<file path="src/include/gc_svc_pkg.sv">
package gc_svc_pkg;
   localparam logic [10:0] GC_CMD_CELL_OFS = 11'h03C;
   localparam logic [7:0] GC_CMD_RESET = 8'h00;
   localparam int BIT_WIPE = 1;
   localparam int BIT_IN_RELEASE = 2;
   localparam int BIT_IN_HOLD = 3;
   localparam int BIT_OUT_RELEASE = 4;
   localparam int BIT_OUT_HOLD = 5;
   localparam int PTR_W = 2;
   localparam logic [1:0] PTR_NIL = 2'h0;
   localparam logic [1:0] PTR_B1 = 2'h1;
   localparam logic [1:0] PTR_B2 = 2'h2;
   localparam logic [1:0] PTR_B3 = 2'h3;

   typedef enum logic [1:0] {
      REQ_NONE = 2'b00,
      REQ_READ_IN = 2'b01,
      REQ_READ_OUT = 2'b10,
      REQ_READ_CFG = 2'b11
   } req_e;

   typedef struct packed {
      logic [1:0] f;
      logic [1:0] u;
      logic [1:0] n;
      logic [1:0] d;
   } slots_s;

   typedef struct packed {
      logic [7:0] gc_cmd;
      logic [7:0] gc_last;
      logic gc_seen;
      logic irq;
      logic in_hold;
      logic out_hold;
      slots_s din;
      slots_s dout;
      logic cfg_sel;
      logic wipe;
      logic [1:0] wipe_ptr;
      logic [1:0] reply_ptr;
      logic reply_cfg;
      logic reply_vld;
      logic [7:0] rd_data;
   } state_s;
endpackage : gc_svc_pkg

</file>
<file path="src/hdl/gc_services.sv">
// Summary of operation
// - Valid group control byte one stored in cell 3CH; group select used internally.
// - Cell bits: 1 wipe, 2 input release, 3 input hold, 4 output release, 5 output hold.
// - Output wipe clears bus-side output buffer then moves it to next-available.
// - Input hold moves next-available input to bus-side and freezes it there.
// - Input release cancels hold, normal input rotation resumes before each send.
// - Output hold moves latest bus-side output to next-available; later data stays.
// - Output release cancels hold; output buffers swap on every data exchange.
// - New group command interrupt only when command byte differs from previous.
// - Command cell presets to zero at init and is always readable.
// - Hold functions act only when their mode enable bits are set.
// - Read inputs swaps next-available to bus-side if new, unless held; replies.
// - Read outputs replies from the host-owned output buffer.
// - Repeated read outputs sends the host's newly claimed buffer.
// - Read config replies from readback buffer; swap request exchanges config buffers.
// - Under output hold, data exchange fills bus-side without exchange.
`timescale 1ns/1ps
module gc_services
   import gc_svc_pkg::*;
(
   input wire logic i_mclk,
   input wire logic i_sys_rst,
   input wire logic i_gc_valid,
   input wire logic [7:0] i_gc_cmd,
   input wire logic [7:0] i_gc_group,
   input wire logic [7:0] i_group_addr,
   input wire logic i_dx_done,
   input wire logic [1:0] i_req,
   input wire logic i_en_in_hold,
   input wire logic i_en_out_hold,
   input wire logic i_host_din_new,
   input wire logic [1:0] i_host_din_ptr,
   input wire logic i_host_dout_next,
   input wire logic i_cfg_swap_req,
   input wire logic [10:0] i_rd_addr,
   output logic [7:0] o_rd_data,
   output logic o_new_group_command_irq,
   output logic o_in_hold,
   output logic o_out_hold,
   output logic [7:0] o_din_sm,
   output logic [7:0] o_dout_sm,
   output logic o_wipe,
   output logic [1:0] o_wipe_ptr,
   output logic o_reply_vld,
   output logic [1:0] o_reply_ptr,
   output logic o_reply_cfg,
   output logic o_cfg_sel
);
   state_s s_q;
   state_s s_d;
   logic grp_hit;
   req_e req;

   assign req = req_e'(i_req);
   // Group select evaluated internally
   assign grp_hit = (i_gc_group == 8'h00) || ((i_gc_group & i_group_addr) != 8'h00);

   always_comb begin
      s_d = s_q;
      s_d.irq = 1'b0;
      s_d.wipe = 1'b0;
      s_d.reply_vld = 1'b0;
      // Host-side buffer handovers
      if (i_host_din_new) begin
         s_d.din.n = s_q.din.u;
         s_d.din.u = (s_q.din.n != PTR_NIL) ? s_q.din.n : s_q.din.f;
         if (s_q.din.n == PTR_NIL) begin
            s_d.din.f = PTR_NIL;
         end
      end
      if (i_host_dout_next && s_q.dout.n != PTR_NIL) begin
         s_d.dout.f = s_q.dout.u;
         s_d.dout.u = s_q.dout.n;
         s_d.dout.n = PTR_NIL;
      end
      // Data exchange output rotation
      if (i_dx_done && !s_q.out_hold) begin
         if (s_d.dout.n != PTR_NIL) begin
            s_d.dout.f = s_d.dout.n;
         end
         s_d.dout.n = s_d.dout.d;
         s_d.dout.d = (s_d.dout.f != PTR_NIL) ? s_d.dout.f : s_d.dout.n;
         s_d.dout.f = PTR_NIL;
      end
      if (i_gc_valid && grp_hit) begin
         s_d.gc_cmd = i_gc_cmd;
         s_d.gc_seen = 1'b1;
         s_d.gc_last = i_gc_cmd;
         s_d.irq = s_q.gc_seen ? (i_gc_cmd != s_q.gc_last) : (i_gc_cmd != GC_CMD_RESET);
         if (i_gc_cmd[BIT_WIPE]) begin
            s_d.wipe = 1'b1;
            s_d.wipe_ptr = s_d.dout.d;
         end
         if ((i_gc_cmd[BIT_WIPE] || (i_en_out_hold &&
              (i_gc_cmd[BIT_OUT_HOLD] || i_gc_cmd[BIT_OUT_RELEASE])))) begin
            if (s_d.dout.n != PTR_NIL) begin
               s_d.dout.f = s_d.dout.n;
            end
            s_d.dout.n = s_d.dout.d;
            s_d.dout.d = s_d.dout.f;
            s_d.dout.f = PTR_NIL;
         end
         if (i_en_out_hold && i_gc_cmd[BIT_OUT_HOLD]) begin
            s_d.out_hold = 1'b1;
         end else if (i_gc_cmd[BIT_OUT_RELEASE]) begin
            s_d.out_hold = 1'b0;
         end
         if (i_en_in_hold && i_gc_cmd[BIT_IN_HOLD]) begin
            s_d.in_hold = 1'b1;
            if (s_d.din.n != PTR_NIL) begin
               s_d.din.f = s_d.din.d;
               s_d.din.d = s_d.din.n;
               s_d.din.n = PTR_NIL;
            end
         end else if (i_gc_cmd[BIT_IN_RELEASE]) begin
            s_d.in_hold = 1'b0;
         end
      end
      if (i_cfg_swap_req) begin
         s_d.cfg_sel = ~s_q.cfg_sel;
      end
      unique case (req)
         REQ_NONE: begin
         end
         REQ_READ_IN: begin
            if (!s_d.in_hold && s_d.din.n != PTR_NIL) begin
               s_d.din.f = s_d.din.d;
               s_d.din.d = s_d.din.n;
               s_d.din.n = PTR_NIL;
            end
            s_d.reply_ptr = s_d.din.d;
            s_d.reply_cfg = 1'b0;
            s_d.reply_vld = 1'b1;
         end
         REQ_READ_OUT: begin
            s_d.reply_ptr = s_d.dout.u;
            s_d.reply_cfg = 1'b0;
            s_d.reply_vld = 1'b1;
         end
         REQ_READ_CFG: begin
            s_d.reply_ptr = PTR_NIL;
            s_d.reply_cfg = 1'b1;
            s_d.reply_vld = 1'b1;
         end
      endcase
      if (i_host_din_new) begin
         s_d.din.u = i_host_din_ptr;
      end
      s_d.rd_data = (i_rd_addr == GC_CMD_CELL_OFS) ? s_d.gc_cmd : 8'h00;
   end

   always_ff @(posedge i_mclk) begin
      if (i_sys_rst) begin
         s_q <= '0;
         s_q.gc_cmd <= GC_CMD_RESET;
         s_q.din <= '{f: PTR_B3, u: PTR_B1, n: PTR_NIL, d: PTR_B2};
         s_q.dout <= '{f: PTR_B3, u: PTR_B1, n: PTR_NIL, d: PTR_B2};
      end else begin
         s_q <= s_d;
      end
   end

   assign o_rd_data = s_q.rd_data;
   assign o_new_group_command_irq = s_q.irq;
   assign o_in_hold = s_q.in_hold;
   assign o_out_hold = s_q.out_hold;
   assign o_din_sm = s_q.din;
   assign o_dout_sm = s_q.dout;
   assign o_wipe = s_q.wipe;
   assign o_wipe_ptr = s_q.wipe_ptr;
   assign o_reply_vld = s_q.reply_vld;
   assign o_reply_ptr = s_q.reply_ptr;
   assign o_reply_cfg = s_q.reply_cfg;
   assign o_cfg_sel = s_q.cfg_sel;

   a_irq_on_change: assert property (@(posedge i_mclk) disable iff (i_sys_rst)
      (i_gc_valid && grp_hit && s_q.gc_seen && i_gc_cmd == s_q.gc_last) |=> !o_new_group_command_irq)
      else $error("irq raised for unchanged command");
   a_cell_store: assert property (@(posedge i_mclk) disable iff (i_sys_rst)
      (i_gc_valid && grp_hit) |=> (s_q.gc_cmd == $past(i_gc_cmd)))
      else $error("command byte not stored");
   a_hold_gated: assert property (@(posedge i_mclk) disable iff (i_sys_rst)
      (!i_en_in_hold && !s_q.in_hold) |=> !s_q.in_hold)
      else $error("input hold without enable");
   a_in_frozen: assert property (@(posedge i_mclk) disable iff (i_sys_rst)
      (s_q.in_hold && req == REQ_READ_IN && !(i_gc_valid && grp_hit)) |=> (s_q.din.d == $past(s_q.din.d)))
      else $error("held input buffer changed");
   a_out_frozen: assert property (@(posedge i_mclk) disable iff (i_sys_rst)
      (s_q.out_hold && i_dx_done && !i_gc_valid) |=> (s_q.dout.d == $past(s_q.dout.d)))
      else $error("held output buffer exchanged");
   a_wipe_ptr: assert property (@(posedge i_mclk) disable iff (i_sys_rst)
      (i_gc_valid && grp_hit && i_gc_cmd[BIT_WIPE] && !i_dx_done && !i_host_dout_next)
      |=> (o_wipe && s_q.dout.n == o_wipe_ptr))
      else $error("wiped buffer not moved");
   a_rdout_src: assert property (@(posedge i_mclk) disable iff (i_sys_rst)
      (req == REQ_READ_OUT) |=> (o_reply_vld && o_reply_ptr == s_q.dout.u))
      else $error("read outputs not from host buffer");
   a_cfg_swap: assert property (@(posedge i_mclk) disable iff (i_sys_rst)
      i_cfg_swap_req |=> (o_cfg_sel != $past(o_cfg_sel)))
      else $error("config buffers not exchanged");
   a_out_rotate: assert property (@(posedge i_mclk) disable iff (i_sys_rst)
      (!s_q.out_hold && i_dx_done && !i_gc_valid) |=> (s_q.dout.n == $past(s_q.dout.d)))
      else $error("output buffers not exchanged on data exchange");
   a_in_fetch: assert property (@(posedge i_mclk) disable iff (i_sys_rst)
      (!s_q.in_hold && req == REQ_READ_IN && !i_gc_valid && !i_host_din_new && s_q.din.n != PTR_NIL) |=> (s_q.din.d == $past(s_q.din.n)))
      else $error("new input buffer not fetched");
   a_rd_cell: assert property (@(posedge i_mclk) disable iff (i_sys_rst)
      (i_rd_addr == GC_CMD_CELL_OFS) |=> (o_rd_data == s_q.gc_cmd))
      else $error("command cell read wrong");
   a_irq_on_new: assert property (@(posedge i_mclk) disable iff (i_sys_rst)
      (i_gc_valid && grp_hit && s_q.gc_seen && i_gc_cmd != s_q.gc_last) |=> o_new_group_command_irq)
      else $error("irq missing for changed command");
   a_grp_ignored: assert property (@(posedge i_mclk) disable iff (i_sys_rst)
      (i_gc_valid && !grp_hit) |=> (s_q.gc_cmd == $past(s_q.gc_cmd) && !o_new_group_command_irq))
      else $error("telegram for other group taken");
   a_out_release: assert property (@(posedge i_mclk) disable iff (i_sys_rst)
      (i_gc_valid && grp_hit && i_gc_cmd[BIT_OUT_RELEASE] && !i_gc_cmd[BIT_OUT_HOLD]) |=> !o_out_hold)
      else $error("output hold not cancelled");
   a_cfg_reply: assert property (@(posedge i_mclk) disable iff (i_sys_rst)
      (req == REQ_READ_CFG) |=> (o_reply_vld && o_reply_cfg))
      else $error("read config not from readback buffer");
endmodule : gc_services

</file>
<file path="config.mk">
export PLATFORM = sky130hd
export DESIGN_NAME = gc_services
export DESIGN_NICKNAME = d
export VERILOG_FILES = /design/src/include/gc_svc_pkg.sv /design/src/hdl/gc_services.sv
export SDC_FILE = /design/constraint.sdc
export NUM_CORES = 1
export LEC_CHECK = 0
export ABC_AREA = 1
export CORE_ASPECT_RATIO = 1.5
export CORE_MARGIN = 4
export CORE_UTILIZATION = 25
export CTS_CLUSTER_SIZE = 25
export DETAILED_ROUTE_END_ITERATION = 6
export DONT_BUFFER_PORTS = 1
export REMOVE_ABC_BUFFERS = 1
export SETUP_SLACK_MARGIN = 0.15
export SLEW_MARGIN = 25
export SYNTH_ARGS = -nofsm -noshare
export SYNTH_HDL_FRONTEND = slang
export SYNTH_SLANG_ARGS = --single-unit
</file>
<file path="constraint.sdc">
create_clock -name i_mclk -period 1.8 [get_ports i_mclk]
set_input_delay 0.18 -clock i_mclk [delete_from_list [all_inputs] [get_ports i_mclk]]
set_output_delay 0.18 -clock i_mclk [all_outputs]
set_load 0.01 [all_outputs]
</file>
# Word-level counts from Yosys, hierarchy flattened
# Index checks and enable logic that the tools add are counted.
dict set report totals {
  inputBits 48
  out_inout_bits 35
  regBits 52
  word_cells 90
}
dict set report classes {
  n_reduce_logical 29
  bitwise 4
  muxes 31
  n_eq_ne 5
}
# op n
set op_table {}
lappend op_table {{$mux W4} 7}
lappend op_table {{$mux W2} 13}
lappend op_table {{$mux W22} 1}
lappend op_table {{$mux W6} 3}
lappend op_table {{$reduce_bool A2 Y1} 8}
lappend op_table {{$reduce_bool A8 Y1} 2}
lappend op_table {{$pmux W4 S3} 1}
lappend op_table {{$eq A11 B6 Y1 const B} 1}
lappend op_table {{$and A8 B8 Y8} 1}
lappend op_table {{$logic_not A8 Y1} 1}
lappend op_table {{$ne A8 B8 Y1} 1}
lappend op_table {{$logic_and A1 B1 Y1} 7}
lappend op_table {{$mux W1} 5}
lappend op_table {{$eq A2 B2 Y1 const B} 2}
lappend op_table {{$reduce_and A2 Y1} 2}
lappend op_table {{$reduce_or A2 Y1} 2}
lappend op_table {{$logic_or A1 B1 Y1} 3}
lappend op_table {{$mux W3} 1}
lappend op_table {{$not A1 Y1} 3}
lappend op_table {{$reduce_bool A3 Y1} 1}
lappend op_table {{$eq A2 B1 Y1 const B} 1}
lappend op_table {{$logic_not A1 Y1} 2}
lappend op_table {{$logic_not A2 Y1} 1}

# Logic depth before layout (Yosys ltp)
# Gate-level depths: netlist (run 1).
dict set report depth {
  ltp_word 13
  ltp_mapped 12
  ltp_nobuf 12
}

# Worst setup path before layout (run 1)
# OpenSTA, ideal clock, no wires.
dict set report synth_timing {
  path_kind {reg-to-reg}
  from {register s_q, in the netlist o_dout_sm[2]}
  to {register s_q, in the netlist o_wipe_ptr[1]}
  stages_incl_launch_ff 11
  arrival_ps 1207
  setup_slack_ps 480
  synth_period_minus_slack_ps 1320
  required_time_ps 1687
  setup_time_ps 113
  n_path_buf 0
  cell_sequence {dfxtp_1 o21ai_2 inv_2 nand2_1 nand2_1 o21ai_1 nand2_1 nand2_1 nand2_1 o21ai_1 inv_1}
}
dict set report synth_between {
  elab_chain_len 9
}
# element line_no
set synth_lines {}
lappend synth_lines {{start: declaration} gc_services.sv:49} ;# state_s s_q;
lappend synth_lines {{$reduce_bool A2 Y1} gc_services.sv:71} ;# if (i_host_dout_next && s_q.dout.n != PTR_NIL) begin
lappend synth_lines {{$logic_and A1 B1 Y1} gc_services.sv:71}
lappend synth_lines {{$mux W6 (*)} gc_services.sv:71}
lappend synth_lines {{$reduce_bool A2 Y1} gc_services.sv:78} ;# if (s_d.dout.n != PTR_NIL) begin
lappend synth_lines {{$mux W2 (*)} gc_services.sv:78}
lappend synth_lines {{$mux W2 (*)} gc_services.sv:77} ;# if (i_dx_done && !s_q.out_hold) begin
lappend synth_lines {{$reduce_bool A2 Y1} gc_services.sv:82} ;# s_d.dout.d = (s_d.dout.f != PTR_NIL) ? s_d.dout.f : s_d.dout.n;
lappend synth_lines {{$mux W2 (*)} gc_services.sv:82}
lappend synth_lines {{$mux W4 (*)} gc_services.sv:77}
# Mark *: on every way between the ends. The rest lies on a longest branch, timed or not. The select of a mux whose other input is x is not followed.
# A chain may end at the register's enable or synchronous reset.

# Worst setup path in the final report (run 1)
# Same ends and word-level chain as after synthesis.

==> run metrics, run 1 <==
Syn Area/Cell 6.773 sq um; Layout Cells excl Fill approximately 520; pwr dens 965.7 mW/mm^2; #FFs+latches synth 52; Final GP Congestion 0.7892; relative slew slack 64.21%; largest net degree at the start of global routing 28; critical path capture point type flop; Worst EP arrival 1.71 ns; Finish-stage setup viols 0; Final ANT Viol Nets 0; run status completed; # DRC 0; reg2reg start o_dout_sm[2]; hpwl dp 4983 um; GRT Residual Overflow 0; Post-synth top flop dfxtp_1; TritonCTS clock tree built; flop2flop setup slack about 0.28 ns; clk sink count 52; number of global-route vias before repair around 2200; Die H 135.3 um; clk buf depth 2; Yosys top cell area share 38.52%; Cell Area, Synth 0.002703 sq mm; RSZ-0062 raised after global routing false; leakage power between 1 and 1.5 nW; Die X-Extent 92.90 um; DP Cell Count 511; CP required 1.99 ns; CTS Buf Count 5; Seq/Total Area, Yosys 38.52%; share of layout cells above drive strength 1 11.67%; max-cap violation count 0; Antenna diodes 0; area leader, netlist dfxtp_1; Die ar. 0.01257 sq mm; Post-synth top cells nand2_1 (116), dfxtp_1 (52), nor2_1 (44), inv_1 (42), buf_4 (30); Final period util 84.47%; Post-synth EDFFs 0; row count 46; first-pass GRT wire length 10390 um; VDD IR-drop max 0.4488 mV; clock skew 0.006251 ns; Setup TNS 0 ns; worst slew pin tran 0.5369 ns; Synth Instances 399; antenna violations before repair 0; Worst R2R End o_wipe_ptr[1]; I/O pin count 83; min Tclk post-route 1.520 ns; Avg WL per Cell 12.41 um; r2r worst-path depth 10; Core ar. about 0.011 sq mm; Initial Utilization 25.52%; H-tree Lvls 2; most common cell in the netlist nand2_1; Slew Viols, Final 0; Async S/R FF share, synth 0%; min-delay src i_host_din_new; critical path fanouts, max 7; Final Hold Viols 0; overall global routing resource usage 10.43%; clk_lat worst skew 0.29 ns; Worst Hold Depth 2; Iter 0 DRT Violations a little over 80; P&R area growth vs syn 4.954%; Unique masters post-synth 29; Worst-path clk slew 0.07 ns; Hold Slack around 0.011 ns; synth top area cells dfxtp_1 (39%), nand2_1 (16%), buf_4 (8.3%); FMAX 0.6577 GHz; min-delay worst type in -> reg; critical path class reg -> reg; via count about 2300; crit start category flop; worst path setup slack after routing 0.2795 ns; PortBufs 0; Worst Hold End o_din_sm[4]; Yosys warning total 0; via/cell ratio 4.328; routed wire length approximately 6500 um; nets 424; dpl ws between 0.2 and 0.25 ns; drt pass-1 iters 4; root buf cell clkbuf_16
layout by cell type, fill, tap and decap left out, drive strengths merged, types with 3 or more instances in the layout:
master / netlist / layout
a21oi: 17 / 17
a31oi: 4 / 4
buf: 32 / 5
clkbuf: 3 / 5
dfxtp: 52 / 52
inv: 55 / 58
nand2: 123 / 123
nand3: 16 / 16
nand4: 3 / 3
nor2: 47 / 47
nor3: 3 / 3
nor3b: 3 / 3
nor4: 4 / 4
o21ai: 21 / 21
xnor2: 4 / 4
critical path: stages, from the launching register on:
cell	delay (ns)
dfxtp_1	0.40
o21ai_4	0.24
inv_2	0.06
nand2_1	0.09
nand2_1	0.06
o21ai_1	0.13
nand2_1	0.10
nand2_1	0.09
nand2_1	0.07
o21ai_1	0.12
inv_1	0.05
power breakdown:
group / internal (mW) / switching (mW) / total [mW]
combinational: 0.155 / 0.258 / 0.414
sequential: 1.23 / 0.0881 / 1.32
clock: 0.537 / 0.472 / 1.01
total: 1.92 / 0.818 / 2.74
worst max path at each step:
| stage | cells past startpoint | end | startpoint |
|---|---|---|---|
| 2_1_floorplan | 12 | o_din_sm[6] | i_gc_group[3] |
| 3_3_place_gp | 10 | o_wipe_ptr[1] | o_dout_sm[2] |
| 3_5_place_dp | 10 | o_wipe_ptr[1] | o_dout_sm[2] |
| 4_1_cts | 10 | o_wipe_ptr[1] | o_dout_sm[2] |
| 5_1_grt | 10 | o_wipe_ptr[1] | o_dout_sm[2] |
| 6_report | 10 | o_wipe_ptr[1] | o_dout_sm[2] |
final cells by class:
type / instances / area, sq um
clock buffer: 5 / 125.1
inverter: 55 / 206.4
sequential: 52 / 1042
fill: 1206 / 7754
multi-input combinational: 257 / 1219
clock inverter: 3 / 28.78
tap: 144 / 180.2
timing repair buffer: 5 / 35.03
metrics by stage:
step | cell area [sq um] | util, % | power, mW
floorplan | 2456 | - | 1.644
global placement | 2659 | 25.11 | 1.733
detailed placement | 2659 | 25.11 | 1.743
CTS | 2823 | 26.65 | 2.783
global route | 2836 | 26.78 | 2.912
finish | 2836 | 26.78 | 2.739
sequential cells by signal, summed over array words and instances (netlist names):
name,count
s_q,17
o_din_sm,8
o_dout_sm,8
o_rd_data,8
o_reply_ptr,2
o_wipe_ptr,2
o_cfg_sel,1
o_in_hold,1
o_new_group_command_irq,1
o_out_hold,1
o_reply_cfg,1
o_reply_vld,1
o_wipe,1
routing by layer:
layer	share of wire [%]	global-route usage (%)	wire length, um	vias up
li1	-	-	-	1167
met1	37	10.86	2422	1015
met2	52	18.64	3379	67
met3	8.9	4.225	575	6
met4	1.3	3.830	87	0
met5	0	0	0	-
repair_timing:
action,CTS,global route
buffers inserted,0,1
gates resized for setup,0,3
hold buffers,1,0
endpoints found under the setup margin,0,5
endpoints found under the hold margin,27,0
logic make-up (layout without fill, tap and decap cells):
family	count (synthesis)	count (layout)	synth area share [%]
buffers and inverters	90	68	16.76
flip-flops	52	52	38.52
AND/OR/NAND/NOR	201	201	32.08
AO/OA/AOI/OAI	50	50	10.69
XOR/XNOR	6	6	1.944
No activity file was read; power rests on OpenSTA's default activity.
==> inputs of run 2 (changes only) <==
- clock period: 1.8 -> 1.4 ns (I/O delays scaled with it)
==> run metrics, run 2 (synthesis gave the netlist of run 1 again) <==
run status complete, but fails checks (was completed); violated checks setup timing; Placed Area 0.002821 sq mm (was 0.002659 sq mm); most frequent cells in the layout nand2_1 (112), dfxtp_1 (46), nor2_1 (44), inv_1 (42), buf_4 (29) (was nand2_1 (116), dfxtp_1 (51), nor2_1 (43), inv_1 (42), a21oi_1 (17)); Setup TNS -0.03923 ns (was 0 ns); max-cap violation count 0 (unchanged); dpl ws -0.03190 ns (was 0.2346 ns); crit start category flop (unchanged); PortBufs 0 (unchanged); min Tclk post-route 1.432 ns (was 1.520 ns); GRT Residual Overflow 0 (unchanged); critical path capture point type flop (unchanged); RSZ-0062 raised after global routing true (was false); Slew Viols, Final 0 (unchanged); clock skew 0.01072 ns (was 0.006251 ns); critical path fanouts, max 7 (unchanged); row count 46 (unchanged); Worst EP arrival 1.63 ns (was 1.71 ns); final instance area 0.003242 sq mm (was 0.002836 sq mm); via count 2380 (was 2255); Final GP Congestion 0.7882 (was 0.7892); via/cell ratio 4.273 (was 4.328); number of global-route vias before repair 2360 (was 2244); overall global routing resource usage 10.92% (was 10.43%); Top reg by flops s_q (unchanged); hpwl dp 5044 um (was 4983 um); max reg flops 17 (unchanged); Layout Cells excl Fill 557 (was 521); FMAX 0.6982 GHz (was 0.6577 GHz); clk_lat worst skew 0.30 ns (was 0.29 ns); DP Cell Count 531 (was 511); Finish-stage setup viols 2 (was 0); first-pass GRT wire length 11050 um (was 10390 um); clk buf depth 2 (unchanged); worst slew pin tran 0.3373 ns (was 0.5369 ns); largest net degree at the start of global routing 29 (was 28); H-tree Lvls 2 (unchanged); critical path class reg -> reg (unchanged); routed wire length 6880 um (was 6464 um); Core ar. 0.01059 sq mm (unchanged); most common cell after layout, fill and taps aside nand2_1 (unchanged); area occupied by multi-input gates 0.001286 sq mm (was 0.001219 sq mm); share of layout cells above drive strength 1 21.07% (was 11.67%); Final period util 102.3% (was 84.47%); # DRC 0 (unchanged); worst path setup slack after routing -0.03233 ns (was 0.2795 ns); Iter 0 DRT Violations 89 (was 81); antenna violations before repair 0 (unchanged); Fillers 1177 (was 1206); Die X-Extent 92.90 um (unchanged); Antenna diodes 0 (unchanged); Worst-path clk slew 0.07 ns (about the same); clk sink count 52 (unchanged); Initial Utilization 25.52% (unchanged); Avg WL per Cell 12.35 um (was 12.41 um); Final ANT Viol Nets 0 (unchanged); drt pass-1 iters 4 (unchanged); Die ar. 0.01257 sq mm (unchanged); P&R area growth vs syn 19.95% (was 4.954%); Die H 135.3 um (unchanged); pwr dens 1143 mW/mm^2 (was 965.7 mW/mm^2); CP required 1.60 ns (was 1.99 ns); Final Hold Viols 0 (unchanged); CTS Buf Count 5 (unchanged); I/O pin count 83 (unchanged); VDD IR-drop max 0.5408 mV (was 0.4488 mV); Register Area 0.001051 sq mm (was 0.001042 sq mm); TritonCTS clock tree built (unchanged); nets 460 (was 424); leakage power 1.530 nW (was 1.324 nW); relative slew slack 77.45% (was 64.21%); root buf cell clkbuf_16 (unchanged); min-delay worst type in -> reg (unchanged)
## run 2: cell count changes in the layout (fill, tap and decap cells not counted), moves of 3 or more
cell	delta
buf_4	+25
dlygate4sd3_1	+8
dfxtp_1	-5
dfxtp_2	+4
nand2_1	-4
nand2_2	+3
## run 2: routing by layer
| layer | vias up | share of wire [%] | track usage [%] | wire length (um) |
|---|---|---|---|---|
| met5 | - | 0 | 0 | 0 |
| met4 | 0 | 1.7 | 3.749 | 115 |
| met3 | 9 | 6.8 | 3.502 | 466 |
| met2 | 55 | 52 | 19.72 | 3568 |
| met1 | 1072 | 40 | 11.87 | 2730 |
| li1 | 1244 | - | - | - |
## run 2: worst paths after layout
path	from	to	slack (ns)	depth (start not counted)
worst max-delay path	o_dout_sm[3]	o_dout_sm[3]	-0.03	8
worst min-delay path	i_req[1]	o_reply_vld	0.004	2
worst max register to register	o_dout_sm[3]	o_dout_sm[3]	-0.03	8
worst min register to register	s_q[42]	s_q[42]	0.47	2
## run 2: cell type report
| cell class | instances | share of cell area (%) |
|---|---|---|
| clock buffer | 5 | 3.860 |
| clock inverter | 3 | 0.8877 |
| inverter | 55 | 6.445 |
| multi-input combinational | 257 | 39.68 |
| sequential | 52 | 32.42 |
| tap | 144 | 5.558 |
| timing repair buffer | 41 | 11.15 |
## run 2: where the power goes
part | internal (mW) | total (mW) | switching [mW]
logic | 0.319 | 0.722 | 0.403
clock network | 0.691 | 1.31 | 0.624
registers | 1.58 | 1.67 | 0.0867
## run 2: critical path, cell delays in order (launching register included)
cell	delay, ns
dfxtp_4	0.36
o21ai_4	0.22
nand2_1	0.11
nand2_1	0.09
o21ai_1	0.05
nand2_1	0.12
nand2_2	0.08
buf_4	0.14
a31oi_1	0.18
## run 2: through the flow
stage | utilization, % | hold slack [ns] | power, mW
finish | 30.61 | 0.004356 | 3.706
global route | 30.61 | 0.004599 | 3.928
CTS | 29.60 | 0.002406 | 3.697
detailed placement | 26.64 | 0.2179 | 2.306
global placement | 26.64 | 0.2165 | 2.293
floorplan | - | 0.2091 | 2.114
## run 2: timing repair
| item | in CTS | in global routing |
|---|---|---|
| pin swaps | 6 | 8 |
| endpoints found under the setup margin | 10 | 13 |
| buffers inserted | 4 | 4 |
| hold buffers | 10 | 0 |
| gates resized for setup | 6 | 20 |
| hold endpoints to repair | 31 | 0 |
